### config.mk
export PLATFORM = sky130hd
export DESIGN_NAME = sdram_pin_command_interface
export DESIGN_NICKNAME = d
export VERILOG_FILES = /design/src/hw/sdram_pkg.sv /design/src/hw/sdram_pin_command_interface.sv /design/src/hw/sdram_burst_ctr.sv
export SDC_FILE = /design/constraint.sdc
export NUM_CORES = 1
export LEC_CHECK = 0
export ABC_AREA = 0
export BUFFER_PORTS_ARGS = -buffer_cell sky130_fd_sc_hd__buf_2
export CORE_MARGIN = 1.5
export CORE_UTILIZATION = 45
export DETAILED_ROUTE_END_ITERATION = 10
export PLACE_DENSITY = 0.7
export SYNTH_ARGS = -nofsm -noshare
export SYNTH_HDL_FRONTEND = slang
export SYNTH_SLANG_ARGS = --single-unit
### constraint.sdc
create_clock -name ref_clk -period 8.5 [get_ports ref_clk]
set_input_delay 0.85 -clock ref_clk [delete_from_list [all_inputs] [get_ports ref_clk]]
set_output_delay 0.85 -clock ref_clk [all_outputs]
set_load 0.05 [all_outputs]
### src/hw/sdram_pkg.sv
package sdram_pkg;

  // ==========================================================================
  // Widths and organisations
  localparam int ADDR_W = 12;
  localparam int BA_W = 2;
  localparam int DQ_X4 = 4;
  localparam int DQ_X8 = 8;
  localparam int DQ_X16 = 16;
  localparam int COL_W_X4 = 11;
  localparam int COL_W_X8 = 10;
  localparam int COL_W_X16 = 9;
  localparam int LOW_BYTE_W = 8;
  localparam int COL_TOP_BIT_X4 = 11;
  localparam int PRECHARGE_SELECT_BIT = 10;

  // ==========================================================================
  // Mode word fields and burst length codes
  localparam int MODE_BL_LSB = 0;
  localparam logic [ADDR_W-1:0] MODE_RST = 12'h000;
  localparam logic [2:0] BL_1 = 3'h0;
  localparam logic [2:0] BL_2 = 3'h1;
  localparam logic [2:0] BL_4 = 3'h2;
  localparam logic [2:0] BL_8 = 3'h3;
  localparam logic [2:0] BL_PAGE = 3'h7;

  // ==========================================================================
  // Timing
  localparam int MASK_RD_LATENCY = 2;

  // ==========================================================================
  // Types
  typedef enum logic [2:0] {
    CMD_LMR = 3'b000,
    CMD_REF = 3'b001,
    CMD_PRE = 3'b010,
    CMD_ACT = 3'b011,
    CMD_WR = 3'b100,
    CMD_RD = 3'b101,
    CMD_BST = 3'b110,
    CMD_NOP = 3'b111
  } cmd_t;

  typedef enum logic [1:0] {
    PWR_RUN = 2'b00,
    PWR_SUSPEND = 2'b01,
    PWR_DOWN = 2'b10,
    PWR_SELFREF = 2'b11
  } pwr_t;

  typedef struct packed {
    logic cs_n;
    logic ras_n;
    logic cas_n;
    logic we_n;
    logic dml;
    logic dmh;
    logic [BA_W-1:0] ba;
    logic [ADDR_W-1:0] addr;
  } pins_t;

  localparam pins_t PINS_RST = '{cs_n: 1'b1, ras_n: 1'b1, cas_n: 1'b1, we_n: 1'b1,
                                 dml: 1'b0, dmh: 1'b0, ba: '0, addr: '0};

  function automatic int col_width(input int dq_w);
    col_width = (dq_w == DQ_X4) ? COL_W_X4 : (dq_w == DQ_X8) ? COL_W_X8 : COL_W_X16;
  endfunction : col_width

endpackage : sdram_pkg

### src/hw/sdram_pin_command_interface.sv
// How it works
// RULE1: Every pin is registered on ref_clk.
// RULE2: Low clock enable suspends, powers down or self-refreshes.
// RULE3: Power-down exit watches the raw clock enable.
// RULE4: Input capture stops while powered down.
// RULE5: High chip select masks the command.
// RULE6: Bursts and masking continue under high chip select.
// RULE7: Strobes plus chip select encode the command.
// RULE8: Write mask high blocks that write data.
// RULE9: Read mask floats outputs two clocks later.
// RULE10: Low mask governs byte 0 on x16 only.
// RULE11: Bank inputs target activate, access and precharge.
// RULE12: Full address is the row on activate.
// RULE13: Column bits depend on the organisation.
// RULE14: Select bit asks auto precharge on access.
// RULE15: Select bit high precharges every bank.
// RULE16: Address carries the mode word on load.
// RULE17: Data bus width follows the organisation.
// RULE18: Controller activates a row before accessing it.
// RULE19: Burst lengths 1, 2, 4, 8, page, terminable.
// RULE20: Controller idles with chip select high or no-op.
`timescale 1ns/10ps
module sdram_pin_command_interface #(
  parameter int DQ_W = sdram_pkg::DQ_X16
) (
  input wire logic ref_clk,
  input wire logic rst,
  input wire logic cke,
  input wire logic cs_n,
  input wire logic ras_n,
  input wire logic cas_n,
  input wire logic we_n,
  input wire logic data_mask_low_byte,
  input wire logic data_mask_high_byte,
  input wire logic [sdram_pkg::BA_W-1:0] ba,
  input wire logic [sdram_pkg::ADDR_W-1:0] addr,
  input wire logic [DQ_W-1:0] dq_in,
  output logic [DQ_W-1:0] dq_out,
  output logic [DQ_W-1:0] dq_oe,
  input wire logic [DQ_W-1:0] array_rd_data,
  output sdram_pkg::pwr_t power_state,
  output logic input_buf_en,
  output logic act_pulse,
  output logic pre_pulse,
  output logic pre_all,
  output logic refresh_pulse,
  output logic auto_pre_pulse,
  output logic [sdram_pkg::BA_W-1:0] bank_sel,
  output logic [sdram_pkg::ADDR_W-1:0] row_addr,
  output logic [sdram_pkg::COL_W_X4-1:0] col_addr,
  output logic [sdram_pkg::ADDR_W-1:0] mode_word,
  output logic array_wr_en,
  output logic [DQ_W-1:0] array_wr_data,
  output logic [DQ_W-1:0] array_wr_mask,
  output logic array_rd_en
);
  import sdram_pkg::*;

  localparam int COL_W = col_width(DQ_W);

  // ==========================================================================
  // Pin capture
  pins_t pins_reg, pins_next;
  logic [DQ_W-1:0] dq_reg, dq_next;
  logic cke_reg, cke_next;
  pwr_t pwr_reg, pwr_next;
  logic buf_on;

  // Input buffers are off in power-down and self refresh; the raw clock
  // enable alone reopens them on the exit edge.
  assign buf_on = (pwr_reg == PWR_RUN) || (pwr_reg == PWR_SUSPEND) || cke; // RULE3

  always_comb begin
    pins_next = pins_reg;
    dq_next = dq_reg;
    cke_next = cke;
    if (buf_on) begin // RULE4
      pins_next = '{cs_n: cs_n, ras_n: ras_n, cas_n: cas_n, we_n: we_n, dml: data_mask_low_byte,
                    dmh: data_mask_high_byte, ba: ba, addr: addr}; // RULE1
      dq_next = dq_in;
    end
  end

  always_ff @(posedge ref_clk) begin
    if (rst) begin
      pins_reg <= PINS_RST;
      dq_reg <= '0;
      // Reset counts as enabled so that leaving reset never looks like a power-down request.
      cke_reg <= 1'b1;
    end else begin
      pins_reg <= pins_next;
      dq_reg <= dq_next;
      cke_reg <= cke_next;
    end
  end

  // ==========================================================================
  // Decode
  cmd_t cmd;
  logic go;
  logic [DQ_W-1:0] dm_bits;
  logic [COL_W-1:0] col_now;

  assign cmd = pins_reg.cs_n ? CMD_NOP : cmd_t'({pins_reg.ras_n, pins_reg.cas_n, pins_reg.we_n}); // RULE5 RULE7
  // The internal clock only runs while the registered clock enable is high.
  assign go = cke_reg && ((pwr_reg == PWR_RUN) || (pwr_reg == PWR_SUSPEND)); // RULE2

  generate
    for (genvar i = 0; i < DQ_W; i++) begin : g_mask
      if (DQ_W == DQ_X16 && i < LOW_BYTE_W) begin : g_low
        assign dm_bits[i] = pins_reg.dml; // RULE10
      end else begin : g_high
        assign dm_bits[i] = pins_reg.dmh; // RULE10
      end
    end
  endgenerate

  generate
    if (DQ_W == DQ_X4) begin : g_col_x4
      assign col_now = COL_W'({pins_reg.addr[COL_TOP_BIT_X4], pins_reg.addr[COL_W_X8-1:0]}); // RULE13
    end else begin : g_col_other
      assign col_now = pins_reg.addr[COL_W-1:0]; // RULE13
    end
  endgenerate

  // ==========================================================================
  // Burst length from the mode word
  logic [ADDR_W-1:0] mode_reg, mode_next;
  logic [COL_W-1:0] limit;
  logic page;

  always_comb begin
    page = 1'b0;
    limit = '0;
    unique case (mode_reg[MODE_BL_LSB +: 3]) // RULE19
      BL_2: limit = COL_W'(1);
      BL_4: limit = COL_W'(3);
      BL_8: limit = COL_W'(7);
      BL_PAGE: page = 1'b1;
      default: limit = '0;
    endcase
  end

  // ==========================================================================
  // Burst sequencing
  logic load, stop, busy, xfer, is_rd, last, ap_cur;
  logic [COL_W-1:0] beat, beat_cur, base_cur, lmask, col_cur;
  logic [BA_W-1:0] bank_cur;
  logic rd_reg, rd_next, ap_reg, ap_next;
  logic [COL_W-1:0] base_reg, base_next;
  logic [BA_W-1:0] bank_reg, bank_next;

  assign load = go && ((cmd == CMD_RD) || (cmd == CMD_WR)); // RULE11
  assign stop = go && (cmd == CMD_BST); // RULE19

  sdram_burst_ctr #(
    .COL_W(COL_W)
  ) u_ctr (
    .ref_clk(ref_clk),
    .rst(rst),
    .load(load),
    .advance(go),
    .stop(stop),
    .page(page),
    .limit(limit),
    .busy(busy),
    .beat(beat)
  );

  // A burst keeps moving whatever chip select does.
  assign xfer = go && (load || busy) && !stop; // RULE6
  assign is_rd = load ? (cmd == CMD_RD) : rd_reg;
  assign beat_cur = load ? '0 : beat;
  assign base_cur = load ? col_now : base_reg;
  assign bank_cur = load ? pins_reg.ba : bank_reg;
  assign ap_cur = load ? pins_reg.addr[PRECHARGE_SELECT_BIT] : ap_reg; // RULE14
  // Fixed bursts wrap inside their aligned block; a page burst wraps the row.
  assign lmask = page ? '1 : limit;
  assign col_cur = (base_cur & ~lmask) | (COL_W'(base_cur + beat_cur) & lmask);
  assign last = xfer && !page && (beat_cur == limit);

  always_comb begin
    rd_next = rd_reg;
    ap_next = ap_reg;
    base_next = base_reg;
    bank_next = bank_reg;
    if (load) begin
      rd_next = is_rd;
      ap_next = ap_cur;
      base_next = col_now;
      bank_next = pins_reg.ba;
    end
  end

  always_ff @(posedge ref_clk) begin
    if (rst) begin
      rd_reg <= 1'b0;
      ap_reg <= 1'b0;
      base_reg <= '0;
      bank_reg <= '0;
    end else begin
      rd_reg <= rd_next;
      ap_reg <= ap_next;
      base_reg <= base_next;
      bank_reg <= bank_next;
    end
  end

  // ==========================================================================
  // Power state
  always_comb begin
    pwr_next = pwr_reg;
    unique case (pwr_reg)
      PWR_RUN: begin
        if (!cke_reg) begin // RULE2
          if (cmd == CMD_REF && !busy) begin
            pwr_next = PWR_SELFREF;
          end else if (busy) begin
            pwr_next = PWR_SUSPEND;
          end else begin
            pwr_next = PWR_DOWN;
          end
        end
      end
      PWR_SUSPEND: begin
        if (cke_reg) begin
          pwr_next = PWR_RUN;
        end
      end
      PWR_DOWN, PWR_SELFREF: begin
        if (cke) begin // RULE3
          pwr_next = PWR_RUN;
        end
      end
    endcase
  end

  // ==========================================================================
  // Outputs
  logic buf_reg, buf_next;
  logic act_reg, act_next, pre_reg, pre_next, all_reg, all_next;
  logic ref_reg, ref_next, apl_reg, apl_next;
  logic [BA_W-1:0] bsel_reg, bsel_next;
  logic [ADDR_W-1:0] row_reg, row_next;
  logic [COL_W-1:0] col_reg, col_next;
  logic wen_reg, wen_next, ren_reg, ren_next;
  logic [DQ_W-1:0] wdat_reg, wdat_next, wmsk_reg, wmsk_next;
  logic [DQ_W-1:0] mdly_reg, mdly_next, dqo_reg, dqo_next, oe_reg, oe_next;

  always_comb begin
    buf_next = (pwr_next == PWR_RUN) || (pwr_next == PWR_SUSPEND); // RULE4
    act_next = go && (cmd == CMD_ACT);
    pre_next = go && (cmd == CMD_PRE);
    ref_next = go && (cmd == CMD_REF) && !busy;
    apl_next = last && ap_cur; // RULE14
    all_next = all_reg;
    bsel_next = bsel_reg;
    row_next = row_reg;
    mode_next = mode_reg;
    col_next = col_reg;
    wen_next = xfer && !is_rd;
    ren_next = xfer && is_rd;
    wdat_next = wdat_reg;
    wmsk_next = wmsk_reg;
    mdly_next = dm_bits; // RULE6
    dqo_next = ren_reg ? array_rd_data : dqo_reg; // RULE1
    // The mask seen one clock earlier gates the outputs on the following edge.
    oe_next = {DQ_W{ren_reg}} & ~mdly_reg; // RULE9 RULE17
    if (act_next) begin
      bsel_next = pins_reg.ba; // RULE11
      row_next = pins_reg.addr; // RULE12
    end
    if (pre_next) begin
      bsel_next = pins_reg.ba;
      all_next = pins_reg.addr[PRECHARGE_SELECT_BIT]; // RULE15
    end
    if (go && (cmd == CMD_LMR)) begin
      mode_next = pins_reg.addr; // RULE16
    end
    if (xfer) begin
      bsel_next = bank_cur;
      col_next = col_cur;
      wdat_next = dq_reg;
      wmsk_next = dm_bits; // RULE8
    end
  end

  always_ff @(posedge ref_clk) begin
    if (rst) begin
      pwr_reg <= PWR_RUN;
      buf_reg <= 1'b1;
      act_reg <= 1'b0;
      pre_reg <= 1'b0;
      all_reg <= 1'b0;
      ref_reg <= 1'b0;
      apl_reg <= 1'b0;
      bsel_reg <= '0;
      row_reg <= '0;
      mode_reg <= MODE_RST;
      col_reg <= '0;
      wen_reg <= 1'b0;
      ren_reg <= 1'b0;
      wdat_reg <= '0;
      wmsk_reg <= '0;
      mdly_reg <= '0;
      dqo_reg <= '0;
      oe_reg <= '0;
    end else begin
      pwr_reg <= pwr_next;
      buf_reg <= buf_next;
      act_reg <= act_next;
      pre_reg <= pre_next;
      all_reg <= all_next;
      ref_reg <= ref_next;
      apl_reg <= apl_next;
      bsel_reg <= bsel_next;
      row_reg <= row_next;
      mode_reg <= mode_next;
      col_reg <= col_next;
      wen_reg <= wen_next;
      ren_reg <= ren_next;
      wdat_reg <= wdat_next;
      wmsk_reg <= wmsk_next;
      mdly_reg <= mdly_next;
      dqo_reg <= dqo_next;
      oe_reg <= oe_next;
    end
  end

  assign power_state = pwr_reg;
  assign input_buf_en = buf_reg;
  assign act_pulse = act_reg;
  assign pre_pulse = pre_reg;
  assign pre_all = all_reg;
  assign refresh_pulse = ref_reg;
  assign auto_pre_pulse = apl_reg;
  assign bank_sel = bsel_reg;
  assign row_addr = row_reg;
  assign col_addr = COL_W_X4'(col_reg);
  assign mode_word = mode_reg;
  assign array_wr_en = wen_reg;
  assign array_wr_data = wdat_reg;
  assign array_wr_mask = wmsk_reg;
  assign array_rd_en = ren_reg;
  assign dq_out = dqo_reg;
  assign dq_oe = oe_reg;
endmodule : sdram_pin_command_interface

### src/hw/sdram_burst_ctr.sv
`timescale 1ns/10ps
module sdram_burst_ctr #(
  parameter int COL_W = 9
) (
  input wire logic ref_clk,
  input wire logic rst,
  input wire logic load,
  input wire logic advance,
  input wire logic stop,
  input wire logic page,
  input wire logic [COL_W-1:0] limit,
  output logic busy,
  output logic [COL_W-1:0] beat
);

  logic busy_reg, busy_next;
  logic [COL_W-1:0] beat_reg, beat_next;

  // ==========================================================================
  // Beat counter
  // The load cycle carries beat zero itself, so the counter starts at one.
  always_comb begin
    busy_next = busy_reg;
    beat_next = beat_reg;
    if (stop) begin
      busy_next = 1'b0;
    end else if (load) begin
      beat_next = COL_W'(1);
      busy_next = page | (limit != '0);
    end else if (busy_reg && advance) begin
      beat_next = COL_W'(beat_reg + COL_W'(1));
      busy_next = page | (beat_reg != limit);
    end
  end

  always_ff @(posedge ref_clk) begin
    if (rst) begin
      busy_reg <= 1'b0;
      beat_reg <= '0;
    end else begin
      busy_reg <= busy_next;
      beat_reg <= beat_next;
    end
  end

  assign busy = busy_reg;
  assign beat = beat_reg;

endmodule : sdram_burst_ctr

==> results.ini, run 1 <==
[clocking]
cts.sink_count=143
post_cts_buffers=0
root_buffer=clkbuf_16
clkTransAtPathRegs_ns=0.06
cts_buffers=17
insertion_delay_ns=0.42
cts_resized=0
tritoncts=built
cts_buffer_depth=2
cts_hold_buf=0
cts_max_level=4

[synthesis]
netlist_instances=690
yosys_warnings=0
async_flop_share_pct=0
yosysSeqAreaShare_pct=47.87
ys.flop_type=dfxtp_1
ys_ff_latch=143
synth_cell_types=55
avgSynthCellArea_sq_um=8.668
synth_area_sq_mm=0.005981
synth_edf_count=0

[die]
row_count=41
die_area_sq_mm=0.01399
die_x_microns=118.3
ios=166
core_area_sq_mm=0.01277
fp.dieH_microns=118.3
initial_utilization_pct=46.82

[timing]
slew_viol_final=0
clock_skew_ns=0.007041
fin_crit_sh_pct=45.65
rsz0062_at_grt=no
hold_ws_ns=0.3871
fin_crit_ns=3.880
setup_violations=0
fin_ws_ns=4.620
tightest_slew_ns=1.135
max_freq_mhz=257.7
slew-limit-headroom_pct=23.74
tns_ns=0
hold_viol=0

[routing]
wire_per_inst_microns=14.31
vias=5038
drt_iter0_markers=297
drc=0
antenna_left=0
drt-pass1-iter-count=4
viasPerCell=5.084
totalWireLength_mm=14.18

[worst_setup_path]
cp_max_fo=25
cp-start-kind=flip-flop
cp.arrival_ns=4.18
setup.worst_path.start=pins_reg[17]
critical_path_class=reg -> reg
r2r_start=pins_reg[17]
endpoint_kind=flip-flop
crit_required_ns=8.80

[finish]
area_delta_synth_final_pct=21.84
drive_gt1_share_pct=25.76
finalNonFillerCells=991
layout_commonest_cell=buf_2
layout_common_cells=buf_2, dfxtp_1, nand2_1
antenna_cells=0
fill_cells=1164
finalNetCount=872
multi_input_area_sq_mm=0.002695
ff_latch_area_sq_mm=0.002863

[place]
gp_congestion=0.8747
port_buffers=163
detailedPlace.worstSlack_ns=4.690
place_inst=960
dp_hpwl_mm=9.782

[grt]
grt_max_degree=102
antenna_found_initial=0
grt_pass1_vias=4743
gr-total-overflow=0
track_usage_pct=20.25
grt_pass1_wl_mm=22.80

[pwr]
p_leak_nw=3.312
powerDensity_mw_per_mm2=214.3
ir_drop_mv=0.1759

[job]
drv_cap=0

[min_path]
worstHoldStart=mdly_reg[8]
min_path_type=reg -> reg

[run_status]
outcome=finished, final reports clean

cell type report:
cell class / instances / share of cell area [%]
Clock buffer: 21 / 6.319
Clock inverter: 10 / 2.198
Inverter: 10 / 0.5151
Tap cell: 172 / 2.953
Multi-Input combinational cell: 467 / 36.98
Sequential cell: 143 / 39.29
Timing Repair Buffer: 168 / 11.74
kinds of logic (layout without fill, tap and decap cells):
group	count (synthesis)	count (layout)	share of synthesized area (%)
AOI/OAI and AO/OA	110	110	10.40
xor gates and xnor gates	10	10	1.464
adders and majority gates	11	11	2.385
buffers and inverters	81	209	7.531
DFF	143	143	47.87
muxes	54	54	9.331
other	1	2	0.06270
and+or+nand+nor	280	280	20.96
synthesized netlist by cell type, types with 4 or more instances:
library cell	instances	area, sq um
a211oi_1	11	82.58
nand2b_1	6	37.54
dfxtp_1	143	2863
and2_1	7	43.79
nor3_1	8	40.04
nor2b_1	12	75.07
inv_1	10	37.54
a21oi_1	71	355.3
clkbuf_1	30	112.6
xnor2_1	4	35.03
nand3_1	6	30.03
nor2_1	80	300.3
xor2_1	6	52.55
ha_1	9	112.6
buf_4	32	240.2
nand3b_1	5	37.54
mux2i_1	50	500.5
nand2_1	130	488.0
o21ai_0	11	55.05
critical path, stage by stage, from the launching register on:
cell and delay, ns:
dfxtp_1 0.40, or3b_4 0.47, or2_1 0.22, buf_4 0.24, mux2_4 0.35, ha_1 0.22
inv_1 0.07, fa_1 0.19, nor2b_1 0.09, o31ai_1 0.35, a21oi_1 0.15, or3b_1 0.36
a21oi_1 0.18, o32ai_1 0.11, a311o_1 0.36
routing by layer:
layer	up-vias	part of all wire, %	global-route usage, %	wire, microns
li1	2510	-	-	-
met1	2339	44	24.55	6273
met2	168	48	33.87	6862
met3	21	5.8	5.502	825
met4	0	1.5	8.384	218
met5	-	0	0	0
where the power goes:
group / internal, W / switching (W) / total [W] / leakage, nW
logic: 0.0000281 / 0.0000534 / 0.0000815 / 1.85
registers: 0.000686 / 0.0000140 / 0.000700 / 1.16
clock network: 0.000505 / 0.000275 / 0.000780 / 0.303
through the flow:
step	area (sq um)	total power (W)	utilization, %
finish	7287	0.001561	57.05
global route	7287	0.001616	57.05
CTS	7287	0.001573	57.05
detailed placement	6666	0.0007962	52.19
global placement	6666	0.0007936	52.19
floorplan	5984	0.0007690	-
final timing paths:
kind	cells past startpoint	slack [ns]	end
setup / recovery	14	4.62	col_reg[8]
hold / removal	1	0.39	dq_oe[14]
setup reg to reg	14	4.62	col_reg[8]
hold reg to reg	1	0.39	dq_oe[14]
(Power assumes the default switching activity.)
==> inputs of run 2 (changes only) <==
PLACE_DENSITY = 0.73   (was 0.7)
clock period = 3.27 ns   (was 8.5 ns; I/O delays follow)
==> run 2 against run 1 <==
Against the previous run: clock power rose to 2.6 times the previous value; final cell count up 1.5%; combinational power rose to 2.8 times the previous value; utilization up 1.5 points; fmax up 20%; via count up 1.7%; critical path depth down 1; clock skew up 0.00092 ns; critical path type unchanged.
==> results.ini, run 2 (synthesis gave the netlist of run 1 again) <==
[worst_setup_path]
cp-start-kind=flip-flop
crit_buf_inv=2  ; unchanged
r2r_start=pins_reg[18]
cp.arrival_ns=3.55  ; -0.63 ns
crit_required_ns=3.57  ; -5.23 ns
cp_max_fo=21  ; -16%
reg2regPathDepth=13  ; -1
critical_path_class=reg -> reg
cp-endpoint=col_reg[8]
crit_chain=or3b_4 -> or2_4 -> buf_12 -> mux2i_2 -> inv_1 -> ha_1 -> o21ai_1 -> nor2b_4 -> a21oi_2 -> or3b_1 -> a21oi_2 -> o32ai_1 -> a311o_1
cp_slowest_cell=or3b_1
endpoint_kind=flip-flop
worstReg2RegEnd=col_reg[8]
path_common_cell=a21oi_2
setup.worst_path.start=pins_reg[18]
worstSetupPathDepth=13  ; -1
cp_top_family=simple AND/OR/NAND/NOR gates
max_stage_delay_ns=0.40  ; -0.07 ns
reg2reg_slack_ns=0.03  ; -4.59 ns

[grt]
grt_pass1_wl_mm=23.32  ; +2.3%
grt_max_degree=51  ; -50%
gr-total-overflow=0  ; unchanged
grt_pass1_vias=4754  ; +0.23%
antenna_found_initial=0  ; unchanged
track_usage_pct=20.70  ; +0.44 points

[pwr]
p_seq_share_pct=45.0  ; +0.2 points
internal_power_w=0.003133  ; +160%
powerDensity_mw_per_mm2=539.2  ; +150%
combPwrFrac_pct=5.6  ; +0.4 points
swShare_pct=22.36  ; +0.44 points
ir_drop_mv=0.3260  ; +85%
p_leak_nw=3.370  ; +1.8%
power_frac_clock_pct=49.4  ; -0.5 points
netSwitchingPower_w=0.0009026  ; +160%

[timing]
setup_violations=0  ; unchanged
fin_crit_ns=3.244  ; -0.6359 ns
fin_crit_sh_pct=99.21  ; +54 points
slew_viol_final=0  ; unchanged
hold_viol=0  ; unchanged
tightest_slew_ns=0.6324  ; -0.5030 ns
max_freq_mhz=308.2  ; +20%
slew-limit-headroom_pct=57.84  ; +34 points
clock_skew_ns=0.007963  ; +0.0009215 ns

[routing]
wl_met3_microns=779  ; -5.6%
drt_iter0_markers=348  ; +17%
drc=0  ; unchanged
totalWireLength_mm=14.51  ; +2.3%
drt-pass1-iter-count=4  ; unchanged
met2_length_mm=6.952  ; +1.3%
wire_per_inst_microns=14.42  ; +0.77%
route.top_layer_used=met4
viasPerCell=5.091  ; +0.15%
wl_met1_mm=6.442  ; +2.7%
vias=5122  ; +1.7%
antenna_left=0  ; unchanged

[place]
port_buffers=163  ; unchanged
dp_hpwl_mm=9.771  ; -0.11%
dpl_cell_area_sq_mm=0.006837  ; +2.6%
gp_congestion=0.8503  ; -2.8%

[die]
row_count=41  ; unchanged
die_x_microns=118.3  ; unchanged
core_area_sq_mm=0.01277  ; unchanged
fp.dieH_microns=118.3  ; unchanged
ios=166  ; unchanged
die_area_sq_mm=0.01399  ; unchanged
initial_utilization_pct=46.82  ; unchanged

[clocking]
cts_buffers=17  ; unchanged
tritoncts=built
root_buffer=clkbuf_16
clkTransAtPathRegs_ns=0.06  ; about the same
cts.sink_count=143  ; unchanged
cts_buffer_depth=2  ; unchanged
cts_max_level=4  ; unchanged
insertion_delay_ns=0.42  ; about the same
cts_hold_buf=0  ; unchanged

[finish]
antenna_cells=0  ; unchanged
fin_area_sq_mm=0.007485  ; +2.7%
layout_common_cells=buf_2, dfxtp_1, nand2_1
utilization_pct=58.60  ; +1.5 points
area_delta_synth_final_pct=25.15
layout_commonest_cell=buf_2
finalNetCount=887  ; +1.7%
drive_gt1_share_pct=28.90  ; +3.1 points

[run_status]
outcome=finished, final reports clean

[job]
drv_cap=0  ; unchanged

[min_path]
worstHoldStart=we_n
min_path_type=in -> reg

## run 2: tightest hold or removal path: cells and delay by family
kind | cells | cell delay (ns)
buf+inv | 1 | 0.08
simple gates | 2 | 0.11
## run 2: area by class of cell
| cell class | count | area (sq um) |
|---|---|---|
| multi-input cells | 467 | 2785 |
| clock buffers | 20 | 436.7 |
| inverters | 10 | 37.54 |
| well taps | 172 | 215.2 |
| fillers | 1143 | 5289 |
| clock inverters | 11 | 165.2 |
| repair buffers | 183 | 980.9 |
| flip-flops and latches | 143 | 2864 |
## run 2: power by group through the flow
stage               Sequential (W)  Clock [W]  Combinational (W)
finish                     0.00182    0.00199           0.000228
global route               0.00182    0.00209           0.000249
CTS                        0.00182    0.00201           0.000227
detailed placement         0.00185          0           0.000226
global placement           0.00185          0           0.000224
floorplan                  0.00187          0           0.000126
## run 2: metal layers
metal,global-route usage [%],vias up
met2,33.76,150
met4,8.003,0
li1,-,2542
met5,0,-
met1,25.87,2405
met3,5.840,25
## run 2: how the worst min path moves through the flow
stage,slack [ns],end,cells after the start
after global routing,0.13,dq_out[3],3
after detailed placement,0.37,dq_oe[14],1
after global placement,0.37,dq_oe[7],1
after floorplan,0.37,dq_oe[14],1
final,0.12,pins_reg[16],3
after CTS,0.11,pins_reg[16],3
## run 2: through the flow
step	TNS (ns)	power, W	hold WS (ns)	worst slack [ns]	cells
after floorplan	0	0.002000	0.3682	0.03423	691
after global placement	0	0.002076	0.3733	0.07141	975
after detailed placement	0	0.002079	0.3742	0.02763	975
after CTS	0	0.004056	0.1085	0.009522	1006
after global routing	-0.05646	0.004158	0.1345	-0.05646	1006
final	0	0.004036	0.1244	0.02582	1006
## run 2: timing repair
item | in CTS | in global routing
gates resized for setup | 0 | 11
endpoints found under the setup margin | 0 | 3
buffers inserted | 0 | 0
endpoints found under the hold margin | 0 | 0
==> inputs of run 3 (changes only) <==
GPL_TIMING_DRIVEN = 0   (was default)
==> run 3 against run 2 <==
Against the previous run: the flow now finishes with violations (setup timing); largest power group is now registers; first-iteration DRC count shrank 3.4%; clock power shrank 9.5%; power down 4.4%; critical endpoint unchanged.
==> results.ini, run 3 (synthesis gave the netlist of run 1 again) <==
[routing]
wire_per_inst_microns=14.79  ; +2.6%
drc=0  ; unchanged
antenna_left=0  ; unchanged
drt-pass1-iter-count=7  ; +3
drt_iter0_markers=336  ; -3.4%
viasPerCell=4.987  ; -2.1%
totalWireLength_mm=15.69  ; +8.2%
vias=5291  ; +3.3%

[job]
drv_cap=0  ; unchanged

[run_status]
violations=setup timing
outcome=finished with violations

[finish]
drive_gt1_share_pct=30.71  ; +1.8 points
utilization_pct=60.87  ; +2.3 points
antenna_cells=0  ; unchanged
layout_common_cells=buf_2, dfxtp_1, nand2_1
area_delta_synth_final_pct=30.00
layout_commonest_cell=buf_2
finalNetCount=942  ; +6.2%

[pwr]
swShare_pct=24.00  ; +1.6 points
netSwitchingPower_w=0.0009257  ; +2.6%
power.total_w=0.003857  ; -4.4%
combPwrFrac_pct=6.4  ; +0.8 points
ir_drop_mv=0.3743  ; +15%
powerDensity_mw_per_mm2=496.1  ; -8.0%
p_seq_share_pct=47.1  ; +2.1 points
p_leak_nw=3.502  ; +3.9%
internal_power_w=0.002932  ; -6.4%
power_frac_clock_pct=46.6  ; -2.8 points

[grt]
track_usage_pct=22.31  ; +1.6 points
grt_pass1_vias=4966  ; +4.5%
antenna_found_initial=0  ; unchanged
gr-total-overflow=0  ; unchanged
grt_pass1_wl_mm=24.81  ; +6.4%
grt_max_degree=17  ; -67%

[worst_setup_path]
cp_max_fo=10  ; -52%
critical_path_class=reg -> reg
reg2regPathDepth=15  ; +2
cp_slowest_cell=or3b_4
worstSetupPathDepth=15  ; +2
crit_required_ns=3.58  ; about the same
reg2reg_slack_ns=-0.05  ; -0.08 ns
crit_chain=buf_6 -> or3b_4 -> or2_1 -> buf_6 -> mux2_4 -> ha_4 -> inv_2 -> fa_2 -> nor2b_4 -> o31ai_4 -> a21oi_2 -> or3b_1 -> a21oi_2 -> o32ai_2 -> a311o_1
cp-endpoint=col_reg[8]
worstReg2RegEnd=col_reg[8]
endpoint_kind=flip-flop
cp.arrival_ns=3.63  ; +0.08 ns
max_stage_delay_ns=0.39  ; about the same
cp_top_family=simple AND/OR/NAND/NOR gates
r2r_start=pins_reg[17]
setup.worst_path.start=pins_reg[17]
crit_buf_inv=3  ; +1
cp-start-kind=flip-flop

[timing]
setup_violations=1  ; +1
fin_crit_sh_pct=101.6  ; +2.4 points
max_freq_mhz=301.1  ; -2.3%
fin_crit_ns=3.321  ; +0.07712 ns
slew_viol_final=0  ; unchanged
tightest_slew_ns=0.7211  ; +0.08871 ns
clock_skew_ns=0.007387  ; -0.0005757 ns
rsz0062_at_grt=yes
fin_ws_ns=-0.05130  ; -0.07712 ns
slew-limit-headroom_pct=51.93  ; -5.9 points
hold_viol=0  ; unchanged

[clocking]
insertion_delay_ns=0.42  ; about the same
cts_buffers=17  ; unchanged
cts_hold_buf=0  ; unchanged
clkTransAtPathRegs_ns=0.06  ; about the same
tritoncts=built
cts_max_level=4  ; unchanged
cts_buffer_depth=2  ; unchanged
root_buffer=clkbuf_16
cts.sink_count=143  ; unchanged

[place]
dp_hpwl_mm=11.09  ; +14%
gp_congestion=0.8980  ; +5.6%
port_buffers=162  ; -0.61%

[die]
row_count=41  ; unchanged
core_area_sq_mm=0.01277  ; unchanged
die_x_microns=118.3  ; unchanged
die_area_sq_mm=0.01399  ; unchanged
ios=166  ; unchanged
fp.dieH_microns=118.3  ; unchanged
initial_utilization_pct=46.82  ; unchanged

[min_path]
min_path_type=in -> reg

run 3: cell types whose count changed in the layout (fill, tap and decap cells not counted), sizes merged:
cell and change:
clkbuf +32, bufinv -4, buf +25, clkinvlp +3, clkinv -1
run 3: cell type report:
class | count | area (sq um)
buffer | 71 | 424.2
clock buffer | 22 | 494.2
clock inverter | 9 | 58.81
fill | 1127 | 4999
inverter | 10 | 37.54
multi-input combinational | 467 | 2831
sequential | 143 | 2865
tap | 172 | 215.2
timing repair buffer | 167 | 848.3
run 3: worst min path at each step:
stage | startpoint | end | slack, ns | cells after the start
2_1_floorplan | mdly_reg[8] | dq_oe[14] | 0.37 | 1
3_3_place_gp | mdly_reg[7] | dq_oe[7] | 0.37 | 1
3_5_place_dp | mdly_reg[7] | dq_oe[7] | 0.37 | 1
4_1_cts | cs_n | pins_reg[19] | 0.11 | 3
5_1_grt | cke | cke_reg | 0.14 | 2
6_report | we_n | pins_reg[16] | 0.12 | 3
run 3: stage by stage:
step | std cells | hold slack, ns | cell area, sq um | setup TNS (ns) | setup slack [ns]
after detailed placement | 1025 | 0.3731 | 7056 | -0.1970 | -0.1970
final | 1061 | 0.1167 | 7775 | -0.05130 | -0.05130
after floorplan | 691 | 0.3682 | 6030 | 0 | 0.03423
after CTS | 1061 | 0.1070 | 7764 | -0.03735 | -0.03735
after global routing | 1061 | 0.1360 | 7775 | -0.1782 | -0.1782
after global placement | 1025 | 0.3720 | 7056 | -0.1962 | -0.1962
run 3: worst reg2reg max path: stages, from the launching register on:
cell     delay [ns]
dfxtp_2        0.31
buf_6          0.13
or3b_4         0.39
or2_1          0.22
buf_6          0.14
mux2_4         0.32
ha_4           0.17
inv_2          0.05
fa_2           0.22
nor2b_4        0.06
o31ai_4        0.21
a21oi_2        0.09
or3b_1         0.36
a21oi_2        0.17
o32ai_2        0.09
a311o_1        0.27
run 3: power by group through the flow:
stage	logic [W]	registers [W]	clock network (W)
final	0.000246	0.00182	0.00180
after detailed placement	0.000239	0.00185	0
after CTS	0.000245	0.00181	0.00181
after global routing	0.000267	0.00182	0.00189
after floorplan	0.000126	0.00187	0
after global placement	0.000237	0.00185	0
run 3: what timing repair did:
action | 4_1_cts | 5_1_grt
endpoints found under the setup margin | 1 | 3
pin swaps | 8 | 1
resized for setup | 19 | 6
buffers inserted | 5 | 0
run 3: per-layer routing:
metal / vias to the layer above / wire length (microns) / GRT usage (%)
met5: - / 0 / 0
met4: 0 / 219 / 7.470
met3: 21 / 1074 / 5.454
met2: 197 / 7293 / 36.30
met1: 2426 / 7107 / 28.93
li1: 2647 / - / -
